### config.mk
export PLATFORM = sky130hd
export DESIGN_NAME = sac_host_end_flat
export DESIGN_NICKNAME = d
export VERILOG_FILES = /design/src/verilog/sac_pkg.sv /design/src/verilog/sac_link_if.sv /design/src/verilog/sac_host_end.sv /design/src/flat_wrapper.sv
export SDC_FILE = /design/constraint.sdc
export NUM_CORES = 1
export LEC_CHECK = 0
export BUFFER_PORTS_ARGS = -buffer_cell sky130_fd_sc_hd__buf_2
export CAP_MARGIN = 20
export CORE_ASPECT_RATIO = 1.75
export CORE_MARGIN = 3
export CORE_UTILIZATION = 56
export CTS_CLUSTER_SIZE = 25
export DETAILED_ROUTE_END_ITERATION = 7
export GPL_TIMING_DRIVEN = 1
export PLACE_DENSITY_LB_ADDON = 0.12
export SLEW_MARGIN = 20
export SYNTH_ARGS = -nofsm -noshare
export SYNTH_HDL_FRONTEND = slang
export SYNTH_SLANG_ARGS = --single-unit
### constraint.sdc
create_clock -name sys_clk -period 2.9 [get_ports sys_clk]
set_input_delay 0.145 -clock sys_clk [delete_from_list [all_inputs] [get_ports sys_clk]]
set_output_delay 0.145 -clock sys_clk [all_outputs]
set_load 0.05 [all_outputs]
### src/verilog/sac_pkg.sv
/*
  Shared constants, state codes and the lane-order function for the converter
  control link. Assumes a 200 MHz system clock common to both ends.
*/
`default_nettype none

package sac_pkg;

  // ----------------------------------------------------------------
  // Clock and timing
  // ----------------------------------------------------------------
  localparam int CLK_MHZ = 200;
  localparam int T_START_NS = 40;     // Least start pulse
  localparam int T_SETUP_NS = 10;     // Least read/convert setup before select
  localparam int T_CONV_NS = 2300;    // Typical conversion time
  localparam int T_ACQ_NS = 1000;     // Typical acquisition interval
  localparam int START_CYC = (T_START_NS * CLK_MHZ + 999) / 1000;
  localparam int SETUP_CYC = (T_SETUP_NS * CLK_MHZ + 999) / 1000;
  localparam int CONV_CYC = (T_CONV_NS * CLK_MHZ) / 1000;
  localparam int ACQ_CYC = (T_ACQ_NS * CLK_MHZ + 999) / 1000;

  // ----------------------------------------------------------------
  // Result format
  // ----------------------------------------------------------------
  localparam int RESULT_W = 16;
  localparam int BYTE_W = 8;
  localparam int SAR_BITS = 16;
  localparam int STEP_CYC = CONV_CYC / SAR_BITS;
  localparam int LANE_WAIT_CYC = 2;   // Byte select to settled data lanes
  localparam logic [3:0] MSB_IDX = 4'hF;
  localparam logic [RESULT_W-1:0] SIGN_FLIP = 16'h8000;
  localparam logic [RESULT_W-1:0] RESULT_RST = 16'h0000;

  // ----------------------------------------------------------------
  // State codes
  // ----------------------------------------------------------------
  typedef enum logic [2:0] {
    DEV_IDLE = 3'h1,
    DEV_CONV = 3'h2,
    DEV_LOAD = 3'h4
  } sac_dev_e;

  typedef enum logic [7:0] {
    HST_IDLE = 8'h01,
    HST_SETUP = 8'h02,
    HST_START = 8'h04,
    HST_WFALL = 8'h08,
    HST_WRISE = 8'h10,
    HST_READ = 8'h20,
    HST_READ2 = 8'h40,
    HST_ACQ = 8'h80
  } sac_host_e;

  // Upper and lower byte lanes, swapped when asked
  function automatic logic [RESULT_W-1:0] sac_lane_order(
    input logic [RESULT_W-1:0] word,
    input logic swap
  );
    if (swap)
    begin
      return {word[BYTE_W-1:0], word[RESULT_W-1:BYTE_W]};
    end
    return word;
  endfunction : sac_lane_order

endpackage : sac_pkg

`default_nettype wire

### src/verilog/sac_link_if.sv
/*
  Link between host and converter ends. Assumes both ends run on sys_clk;
  the bench checks resultOe against select and read/convert.
*/
`timescale 1ns/1ps
`default_nettype none

interface sac_link_if;
  logic csN;
  logic rdConv;
  logic byteSel;
  logic convBusyN;
  logic [sac_pkg::RESULT_W-1:0] resultBus;
  logic resultOe;

  // Converter end
  modport device(
    input csN,
    input rdConv,
    input byteSel,
    output convBusyN,
    output resultBus,
    output resultOe
  );

  // Host end
  modport host(
    output csN,
    output rdConv,
    output byteSel,
    input convBusyN,
    input resultBus,
    input resultOe
  );
endinterface : sac_link_if

`default_nettype wire

### src/verilog/sac_host_end.sv
/*
  Host end: drives select, read/convert and byte select through a start,
  waits on busy, reads the result as a word or two bytes, then waits out the
  acquisition interval. Assumes the converter end shares sys_clk.
*/
`timescale 1ns/1ps
`default_nettype none

module sac_host_end #(
  parameter int START_CYC = sac_pkg::START_CYC,
  parameter int SETUP_CYC = sac_pkg::SETUP_CYC,
  parameter int ACQ_CYC = sac_pkg::ACQ_CYC,
  parameter int LANE_WAIT_CYC = sac_pkg::LANE_WAIT_CYC
) (
  input wire logic sys_clk,
  input wire logic nrst,
  sac_link_if.host link,
  input wire logic startReq,
  input wire logic useCsMode,
  input wire logic byteRead,
  output logic hostReady,
  output logic [sac_pkg::RESULT_W-1:0] sampleWord,
  output logic wordValid
);

  // ----------------------------------------------------------------
  // State
  // ----------------------------------------------------------------
  localparam int CNT_W = $clog2(ACQ_CYC + START_CYC + SETUP_CYC + LANE_WAIT_CYC + 1);
  localparam int RW = sac_pkg::RESULT_W;
  localparam int BW = sac_pkg::BYTE_W;

  typedef struct packed {
    sac_pkg::sac_host_e st;
    logic csN;
    logic rdConv;
    logic byteSel;
    logic mode2;
    logic bytes;
    logic [CNT_W-1:0] cnt;
    logic [BW-1:0] hiByte;
    logic [RW-1:0] word;
    logic valid;
  } sac_host_s;

  localparam sac_host_s HST_RST = '{
    st: sac_pkg::HST_IDLE,
    csN: 1'b1,
    rdConv: 1'b1,
    byteSel: 1'b0,
    mode2: 1'b0,
    bytes: 1'b0,
    cnt: '0,
    hiByte: '0,
    word: sac_pkg::RESULT_RST,
    valid: 1'b0
  };

  sac_host_s s;
  sac_host_s next_s;

  // ----------------------------------------------------------------
  // Next state
  // ----------------------------------------------------------------

  // Start, wait, read and acquisition sequence
  always_comb
  begin
    next_s = s;
    next_s.valid = 1'b0;
    if (s.cnt != '0)
    begin
      next_s.cnt = s.cnt - 1'b1;
    end
    case (s.st)
      sac_pkg::HST_IDLE:
      begin
        next_s.csN = useCsMode;
        next_s.rdConv = 1'b1;
        next_s.byteSel = 1'b0;
        // Take a start only once select has settled at the mode level
        if (startReq && (s.csN == useCsMode))
        begin
          next_s.mode2 = useCsMode;
          next_s.bytes = byteRead;
          next_s.rdConv = 1'b0;
          if (useCsMode)
          begin
            next_s.cnt = CNT_W'(SETUP_CYC - 1);
            next_s.st = sac_pkg::HST_SETUP;
          end
          else
          begin
            next_s.cnt = CNT_W'(START_CYC - 1);
            next_s.st = sac_pkg::HST_START;
          end
        end
      end
      sac_pkg::HST_SETUP:
      begin
        if (s.cnt == '0)
        begin
          next_s.csN = 1'b0;
          next_s.cnt = CNT_W'(START_CYC - 1);
          next_s.st = sac_pkg::HST_START;
        end
      end
      sac_pkg::HST_START:
      begin
        // Release well inside the 1us window
        if (s.cnt == '0)
        begin
          next_s.rdConv = 1'b1;
          next_s.csN = s.mode2;
          next_s.st = sac_pkg::HST_WFALL;
        end
      end
      sac_pkg::HST_WFALL:
      begin
        if (!link.convBusyN)
        begin
          next_s.st = sac_pkg::HST_WRISE;
        end
      end
      sac_pkg::HST_WRISE:
      begin
        // An input is high at busy rise, so no restart
        if (link.convBusyN)
        begin
          next_s.csN = 1'b0;
          next_s.st = sac_pkg::HST_READ;
        end
      end
      sac_pkg::HST_READ:
      begin
        next_s.word = link.resultBus;
        next_s.hiByte = link.resultBus[RW-1:BW];
        if (s.bytes)
        begin
          next_s.byteSel = 1'b1;
          next_s.cnt = CNT_W'(LANE_WAIT_CYC - 1);
          next_s.st = sac_pkg::HST_READ2;
        end
        else
        begin
          next_s.valid = 1'b1;
          next_s.csN = s.mode2;
          next_s.cnt = CNT_W'(ACQ_CYC - 1);
          next_s.st = sac_pkg::HST_ACQ;
        end
      end
      sac_pkg::HST_READ2:
      begin
        // Low byte arrives on the upper lanes
        if (s.cnt == '0)
        begin
          next_s.word = {s.hiByte, link.resultBus[RW-1:BW]};
          next_s.valid = 1'b1;
          next_s.byteSel = 1'b0;
          next_s.csN = s.mode2;
          next_s.cnt = CNT_W'(ACQ_CYC - 1);
          next_s.st = sac_pkg::HST_ACQ;
        end
      end
      sac_pkg::HST_ACQ:
      begin
        if (s.cnt == '0)
        begin
          next_s.st = sac_pkg::HST_IDLE;
        end
      end
      default:
      begin
        next_s = HST_RST;
      end
    endcase
  end

  // ----------------------------------------------------------------
  // Registers
  // ----------------------------------------------------------------

  // Single state register
  always_ff @(posedge sys_clk)
  begin
    if (!nrst)
    begin
      s <= HST_RST;
    end
    else
    begin
      s <= next_s;
    end
  end

  // ----------------------------------------------------------------
  // Outputs
  // ----------------------------------------------------------------
  assign link.csN = s.csN;
  assign link.rdConv = s.rdConv;
  assign link.byteSel = s.byteSel;
  assign hostReady = (s.st == sac_pkg::HST_IDLE) && (s.csN == useCsMode); // Mode settled
  assign sampleWord = s.word;
  assign wordValid = s.valid;

endmodule : sac_host_end

`default_nettype wire

### src/flat_wrapper.sv
// flat-port wrapper written by rule: the top's interface ports become plain ports
module sac_host_end_flat 
#(
  parameter int START_CYC = sac_pkg::START_CYC,
  parameter int SETUP_CYC = sac_pkg::SETUP_CYC,
  parameter int ACQ_CYC = sac_pkg::ACQ_CYC,
  parameter int LANE_WAIT_CYC = sac_pkg::LANE_WAIT_CYC
)
  (sys_clk, nrst, startReq, useCsMode, byteRead, hostReady, sampleWord, wordValid, link_csN, link_rdConv, link_byteSel, link_convBusyN, link_resultBus, link_resultOe);
  sac_link_if link_i ();
  input wire logic sys_clk;
  input wire logic nrst;
  input wire logic startReq;
  input wire logic useCsMode;
  input wire logic byteRead;
  output logic hostReady;
  output logic [sac_pkg::RESULT_W-1:0] sampleWord;
  output logic wordValid;
  output wire logic [$bits(link_i.csN)-1:0] link_csN;
  output wire logic [$bits(link_i.rdConv)-1:0] link_rdConv;
  output wire logic [$bits(link_i.byteSel)-1:0] link_byteSel;
  input wire logic [$bits(link_i.convBusyN)-1:0] link_convBusyN;
  input wire logic [$bits(link_i.resultBus)-1:0] link_resultBus;
  input wire logic [$bits(link_i.resultOe)-1:0] link_resultOe;
  assign link_csN = link_i.csN;
  assign link_rdConv = link_i.rdConv;
  assign link_byteSel = link_i.byteSel;
  assign link_i.convBusyN = link_convBusyN;
  assign link_i.resultBus = link_resultBus;
  assign link_i.resultOe = link_resultOe;
  sac_host_end #(.START_CYC(START_CYC), .SETUP_CYC(SETUP_CYC), .ACQ_CYC(ACQ_CYC), .LANE_WAIT_CYC(LANE_WAIT_CYC)) u_core (.sys_clk(sys_clk), .nrst(nrst), .link(link_i), .startReq(startReq), .useCsMode(useCsMode), .byteRead(byteRead), .hostReady(hostReady), .sampleWord(sampleWord), .wordValid(wordValid));
endmodule
==> results of run 1 <==
-- registers in the layout (all words and copies together) (netlist names) --
name                 count
u_core.link.byteSel      1
u_core.link.csN          1
u_core.link.rdConv       1
u_core.s                26
u_core.sampleWord       16
u_core.wordValid         1
-- per-stage QoR --
step           hold slack [ps]  instance area (um2)  power (mW)  worst slack (ps)  std cells
2_1_floorplan              270                 2500        1.75               696        281
3_3_place_gp               386                 2600        2.01               538        344
3_5_place_dp               397                 2600        2.02               519        344
4_1_cts                   71.9                 2680        2.41               508        352
5_1_grt                   86.5                 2680        2.58               215        352
6_report                  71.2                 2680        2.41               443        352
-- per-layer routing --
metal / track usage [%] / up-vias / routed length (um)
met5: 0 / - / 0
met4: 12.7 / 0 / 206
met3: 4.40 / 20 / 345
met2: 43.2 / 89 / 3240
met1: 25.8 / 1056 / 2440
li1: - / 1082 / -
-- cells by family after synthesis --
| kind of cell | count (synthesis) | synth area share, % |
|---|---|---|
| XOR/XNOR | 10 | 3.51 |
| AND/OR/NAND/NOR | 73 | 18.5 |
| flip-flops | 46 | 36.9 |
| buffers and inverters | 42 | 9.67 |
| multiplexers | 2 | 1.00 |
| AO/OA/AOI/OAI | 105 | 28.9 |
| adder cells (fa/ha/maj) | 3 | 1.50 |
-- report_power, final --
group	switching, mW	leakage [nW]	total, mW	internal (mW)
Sequential	0.0991	0.372	0.804	0.705
Clock	0.228	0.0452	0.399	0.171
Combinational	0.768	0.674	1.21	0.442
-- final timing paths --
kind                       startpoint                     to  slack (ps)  cells after the start
setup / recovery         u_core.s[40]  u_core.sampleWord[12]         440                      6
hold / removal     link_resultBus[15]           u_core.s[24]          70                      2
setup reg to reg         u_core.s[40]  u_core.sampleWord[12]         440                      6
hold reg to reg   u_core.link.byteSel    u_core.link.byteSel         480                      1
-- layout by cell type, fill, tap and decap left out, types with 2 or more instances in the layout --
| cell | instances |
|---|---|
| a211oi_1 | 2 |
| a21oi_1 | 27 |
| a221o_1 | 2 |
| a22o_1 | 8 |
| a22oi_1 | 16 |
| and2_1 | 4 |
| and3_1 | 2 |
| buf_2 | 42 |
| buf_4 | 5 |
| clkbuf_8 | 5 |
| dfxtp_1 | 46 |
| ha_1 | 3 |
| inv_1 | 8 |
| nand2_1 | 10 |
| nand2b_1 | 3 |
| nand3_1 | 4 |
| nand4_1 | 3 |
| nand4b_1 | 3 |
| nor2_1 | 15 |
| nor2b_1 | 2 |
| nor3_1 | 7 |
| nor4_1 | 4 |
| nor4_4 | 2 |
| o211a_1 | 2 |
| o211ai_1 | 2 |
| o21a_1 | 2 |
| o21ai_0 | 4 |
| o21ai_1 | 17 |
| o311ai_1 | 2 |
| o31ai_1 | 5 |
| o41ai_1 | 2 |
| or4_1 | 3 |
| or4_4 | 3 |
| xnor2_1 | 6 |
| xor2_1 | 4 |
-- worst reg2reg max path: stages (launching register included) --
cell      delay (ps)
dfxtp_1          450
nor4_4           580
nand4b_1         380
o21ai_2          490
buf_4            270
o21ai_1           80
a21oi_1          140
-- area by class of cell --
class | instances | area (um2)
repair buffers | 47 | 248
clock buffers | 6 | 72.6
fillers | 384 | 1540
flip-flops and latches | 46 | 921
clock inverters | 2 | 13.8
well taps | 49 | 61.3
inverters | 9 | 33.8
multi-input cells | 193 | 1330
==> flow_summary.toml, run 1 <==
[synthesis]
yosysTopAreaCell = "dfxtp_1"
ys_seq_elements = 46
syn_area_mm2 = 0.00250
yosysTopAreaCellShare_pct = 36.9
yosysSeqAreaShare_pct = 36.9
synth_edf_count = 0
async_reset_ff_share_pct = 0
synth_area_leaders = "dfxtp_1 (37%), a21oi_1 (5.4%), buf_4 (5.1%), a22oi_1 (4.8%), o21ai_1 (3.4%)"
yosys.cell_types.count = 62
postSynthAreaPerCell_um2 = 8.88
synthTopCellsByCount = "dfxtp_1 (46), a21oi_1 (27), buf_4 (17), o21ai_1 (17), a22oi_1 (16)"
synthCells = 281
synth_fp_nets = 307
yosysMostFrequentCell = "dfxtp_1"
yosysWarnings = 0
ys_dominant_reg_cell = "dfxtp_1"

[finish]
area_delta_synth_final_pct = 7.52
drive_gt1_share_pct = 22.4
nNetsFinal = 328
num_antenna_cells = 0
final_util_pct = 63.5

[cts]
cts_setup_buffers = 0
path_clk_slew_ps = 100
cts_tree = "built"
clock_latency_ps = 310
root_buffer = "clkbuf_8"
ctsHtreeMaxLevel = 2
holdBufCountCts = 0
post_cts_resized = 0
cts.path.max_buffers = 2
cts_sinks = 46
cts_made_buffers = 5

[worst_setup_path]
crit_fanout = 10
cp_num_buf_inv = 1
crit_family = "simple AND/OR/NAND/NOR gates"
critPathKind = "flip-flop to flip-flop"
cp.required_ps = 3120
cp.arrival_ps = 2680
critPathMaxStageDelay_ps = 580
endpoint_kind = "flip-flop"
crit_chain = "nor4_4 > nand4b_1 > o21ai_2 > buf_4 > o21ai_1 > a21oi_1"
cp_slowest_cell = "nor4_4"
cp-start-kind = "flip-flop"

[die]
core_mm2 = 0.00423
initial_core_util_pct = 59.0
die_x_um = 56.5
dieHeight_um = 94.3
std_cell_rows = 31
io-pin-count = 44
die-area_mm2 = 0.00533

[timing]
setup_violations = 0
finalCritPeriodShare_pct = 84.7
drv_slew = 0
grt_setup_unrepaired = "false"
period_needed_ps = 2460
tns_ps = 0
tightest_slew_ps = 702
clock.fmax_mhz = 407
max_slew_margin_pct = 53.2
report.final.hold_viol_count = 0
finalClockSkew_ps = 13.4

[drt]
drc = 0
antenna_left = 0
via_count = 2247
dr.pass1.iters = 5
totalWireLength_um = 6230
wire_per_inst_um = 17.7
drtIter0Drc = 86
via_per_inst = 6.38

[pwr]
p_per_area_mw_per_mm2 = 899
p_leak_nw = 1.09
peakVddDrop_mv = 0.663

[grt]
track_usage_pct = 23.9
grt_max_degree = 22
antenna_found_initial = 0
grt_pass1_vias = 2182
grt_pass1_wl_um = 10000
grt-ovfl-total = 0

[placed_design]
hpwlAfterDp_um = 4550
place.gp.congestion = 0.900
port_buffers = 42

[outcome]
run_status = "finished clean"

[job]
cap_viol_max_count = 0

[worst_hold_path]
hold_path_class = "input port to flip-flop"
No activity file was read; power rests on OpenSTA's default activity.
==> run 2, diff against run 1 <==
- clock period: 2.9 -> 2.4 ns (I/O delays scaled with it)
==> flow_summary.toml, run 2 (synthesis results as in run 1) <==
[worst_setup_path]
reg2reg_to = "u_core.link.rdConv"
critPathKind = "flip-flop to flip-flop"
cp.required_ps = 2600
cp.arrival_ps = 2470
r2r_cells = 5
reg2reg_from = "u_core.s[38]"
crit_fanout = 8
cp-start-kind = "flip-flop"
regToRegSetupSlack_ps = 130
endpoint_kind = "flip-flop"

[finish]
regArea_um2 = 921
stdcell_count = 367
multi_input_area_mm2 = 0.00133
nNetsFinal = 343
drive_gt1_share_pct = 26.4
final_util_pct = 66.9
num_antenna_cells = 0
largest_register_ffs = 26
regMostFlops = "u_core.s"
n_fill_cell = 370
final_common_cell = "dfxtp_1"
area_delta_synth_final_pct = 13.3
layout_common_cells = "dfxtp_1 (46), buf_2 (42), a21oi_1 (27)"

[cts]
cts_sinks = 46
cts_made_buffers = 5
clock_latency_ps = 310
cts.path.max_buffers = 2
holdBufCountCts = 0
cts_tree = "built"
root_buffer = "clkbuf_8"
post_cts_resized = 0
ctsHtreeMaxLevel = 2
cts_setup_buffers = 0
path_clk_slew_ps = 100

[die]
dieHeight_um = 94.3
die-area_mm2 = 0.00533
io-pin-count = 44
core_mm2 = 0.00423
initial_core_util_pct = 59.0
die_x_um = 56.5
std_cell_rows = 31

[drt]
via_count = 2302
wl_met3_um = 223
topRoutingLayerUsed = "met4"
antenna_left = 0
route.met2.wl_um = 3410
dr.pass1.iters = 4
via_per_inst = 6.27
totalWireLength_um = 6380
wire_per_inst_um = 17.4
drc = 0
met1Wirelength_um = 2520
drtIter0Drc = 80

[worst_hold_path]
hold_path_class = "input port to flip-flop"
hold_path_depth = 2
worstHoldStart = "link_resultBus[15]"
hold_end = "u_core.s[24]"

[placed_design]
place.gp.congestion = 0.920
place_ws_ps = 154
port_buffers = 42
hpwlAfterDp_um = 4820
dpl.cell_count = 359

[outcome]
run_status = "finished clean"

[pwr]
p_int_mw = 1.89
p_leak_nw = 1.18
pwr-share-seq_pct = 28.9
combPwrFrac_pct = 52.5
p_per_area_mw_per_mm2 = 1160
clkPwrFrac_pct = 18.5
switching_power_mw = 1.38
swShare_pct = 42.2
peakVddDrop_mv = 0.964

[timing]
tns_ps = 0
worst_slack_ps = 128
finalCritPeriodShare_pct = 94.7
hold-worst-slack_ps = 49.7
clock.fmax_mhz = 440
setup_violations = 0
tightest_slew_ps = 685
finalClockSkew_ps = 6.00
period_needed_ps = 2270
report.final.hold_viol_count = 0
max_slew_margin_pct = 54.3
drv_slew = 0
grt_setup_unrepaired = "false"

[grt]
grt_pass1_vias = 2251
track_usage_pct = 25.2
grt_pass1_wl_um = 10600
grt-ovfl-total = 0
grt_max_degree = 22
antenna_found_initial = 0

[job]
cap_viol_max_count = 0
-- run 2: final cells by class --
type | count | area share (%)
Multi-Input combinational cell | 193 | 47.2
Tap cell | 49 | 2.17
Sequential cell | 46 | 32.6
Inverter | 9 | 1.19
Clock inverter | 3 | 1.73
Clock buffer | 5 | 2.43
Timing Repair Buffer | 62 | 12.7
-- run 2: worst max-delay path by stage --
stage	start	to	slack (ps)	depth (start not counted)
after global routing	u_core.s[25]	u_core.link.rdConv	50	9
final	u_core.s[38]	u_core.link.rdConv	130	5
after global placement	u_core.s[38]	u_core.link.csN	180	5
after CTS	u_core.s[38]	u_core.link.rdConv	130	5
after floorplan	u_core.s[45]	u_core.link.csN	200	6
after detailed placement	u_core.s[38]	u_core.link.csN	150	5
-- run 2: per-stage QoR --
| step | power [mW] | area, um2 |
|---|---|---|
| 3_3_place_gp | 2.65 | 2710 |
| 2_1_floorplan | 2.12 | 2500 |
| 4_1_cts | 3.27 | 2830 |
| 6_report | 3.27 | 2830 |
| 5_1_grt | 3.48 | 2830 |
| 3_5_place_dp | 2.66 | 2710 |
-- run 2: power groups by stage --
stage          logic (mW)  clock network (mW)  registers [mW]
6_report             1.72               0.606           0.947
5_1_grt              1.87               0.648           0.963
4_1_cts              1.71               0.616           0.947
3_5_place_dp         1.70                   0           0.966
3_3_place_gp         1.69                   0           0.964
2_1_floorplan        1.15                   0           0.971
-- run 2: worst max-delay path, cell delays in order, from the launching register on --
cell and delay [ps]:
dfxtp_1 360, or4_4 570, or4_4 530, a21oi_4 290
o31ai_2 100, a221o_1 310
-- run 2: metal layers --
metal | vias to the layer above | global-route usage [%]
met1 | 1103 | 27.6
met2 | 63 | 45.8
met4 | 0 | 12.9
met5 | - | 0
met3 | 19 | 3.99
li1 | 1117 | -
==> run 3, diff against run 2 <==
- CORE_UTILIZATION: 56 -> 60
- clock period: 2.4 -> 2.8 ns (I/O delays scaled with it)
==> flow_summary.toml, run 3 (synthesis results as in run 1) <==
[outcome]
run_status = "finished clean"

[timing]
setup_violations = 0
worst_slack_ps = 437
max_slew_margin_pct = 53.3
report.final.hold_viol_count = 0
finalCritPeriodShare_pct = 84.4
clock.fmax_mhz = 423
tightest_slew_ps = 699
period_needed_ps = 2360
drv_slew = 0
hold-worst-slack_ps = 74.4
tns_ps = 0
finalClockSkew_ps = 9.68
grt_setup_unrepaired = "false"

[pwr]
peakVddDrop_mv = 0.682
switching_power_mw = 1.15
p_int_mw = 1.40
swShare_pct = 45.0
clkPwrFrac_pct = 16.9
p_leak_nw = 1.10
combPwrFrac_pct = 50.3
pwr-share-seq_pct = 32.8
p_per_area_mw_per_mm2 = 945

[placed_design]
place_ws_ps = 493
hpwlAfterDp_um = 4700
port_buffers = 42
place.gp.congestion = 0.936

[cts]
post_cts_resized = 0
root_buffer = "clkbuf_8"
cts.path.max_buffers = 2
cts_setup_buffers = 0
cts_tree = "built"
path_clk_slew_ps = 90
holdBufCountCts = 0
ctsHtreeMaxLevel = 2
cts_sinks = 46
cts_made_buffers = 5
clock_latency_ps = 300

[finish]
final_common_cell = "dfxtp_1"
final_util_pct = 68.4
regMostFlops = "u_core.s"
num_antenna_cells = 0
largest_register_ffs = 26
nNetsFinal = 329
drive_gt1_share_pct = 22.7
layout_common_cells = "dfxtp_1 (46), buf_2 (42), a21oi_1 (27)"
n_fill_cell = 344
area_delta_synth_final_pct = 7.97

[worst_setup_path]
critPathMaxStageDelay_ps = 570
endpoint_kind = "flip-flop"
crit_family = "simple AND/OR/NAND/NOR gates"
crit_chain = "or4_4 > or4_4 > a21oi_4 > nor4_1 > mux2_4"
cp_num_buf_inv = 0
worst_path_most_repeated_cell = "or4_4"
critPathKind = "flip-flop to flip-flop"
cp-start-kind = "flip-flop"
cp.arrival_ps = 2560
cp.required_ps = 3000
crit_fanout = 11
cp_slowest_cell = "or4_4"

[grt]
grt-ovfl-total = 0
grt_pass1_vias = 2337
grt_pass1_wl_um = 10500
track_usage_pct = 27.6
grt_max_degree = 22
antenna_found_initial = 0

[die]
io-pin-count = 44
core_mm2 = 0.00394
die-area_mm2 = 0.00500
std_cell_rows = 30
initial_core_util_pct = 63.3
dieHeight_um = 91.3
die_x_um = 54.8

[worst_hold_path]
hold_path_class = "input port to flip-flop"

[drt]
met1Wirelength_um = 2440
drtIter0Drc = 100
route.met2.wl_um = 3340
dr.pass1.iters = 5
topRoutingLayerUsed = "met4"
via_count = 2241
totalWireLength_um = 6360
drc = 0
via_per_inst = 6.37
antenna_left = 0
wire_per_inst_um = 18.1
wl_met3_um = 343

[job]
cap_viol_max_count = 0
-- run 3: path summary, 6_finish.rpt --
path | startpoint | endpoint | slack [ps] | cells after the start
setup / recovery | u_core.s[39] | u_core.link.csN | 440 | 5
setup reg to reg | u_core.s[39] | u_core.link.csN | 440 | 5
hold reg to reg | u_core.s[34] | u_core.s[34] | 470 | 2
hold / removal | link_resultBus[14] | u_core.s[23] | 70 | 2
-- run 3: worst register-to-register path, stage by stage (launching register included) --
cell and delay [ps]:
dfxtp_1 440, or4_4 570, or4_4 540, a21oi_4 290, nor4_1 100, mux2_4 320
-- run 3: per-layer routing --
metal | track usage [%] | vias to the layer above
met1 | 30.3 | 1054
met2 | 46.9 | 87
met4 | 15.2 | 0
li1 | - | 1082
met5 | 0 | -
met3 | 4.76 | 18
-- run 3: area by class of cell --
type / count / area (um2) / share of cell area [%]
multi-input combinational: 193 / 1330 / 49.5
timing repair buffer: 48 / 255 / 9.47
clock inverter: 1 / 5.00 / 0.186
sequential: 46 / 921 / 34.2
tap: 48 / 60.1 / 2.23
inverter: 9 / 33.8 / 1.25
clock buffer: 7 / 86.3 / 3.20
-- run 3: power by group through the flow --
stage	registers, mW	clock network [mW]	logic, mW
CTS	0.835	0.431	1.26
global route	0.851	0.455	1.38
finish	0.836	0.430	1.28
detailed placement	0.851	0	1.25
global placement	0.844	0	1.25
floorplan	0.832	0	0.982
-- run 3: through the flow --
stage / cells / cell area [um2] / total power [mW]
final: 352 / 2700 / 2.55
after global routing: 352 / 2700 / 2.69
after CTS: 352 / 2700 / 2.52
after detailed placement: 344 / 2600 / 2.10
after global placement: 344 / 2600 / 2.09
after floorplan: 281 / 2500 / 1.81
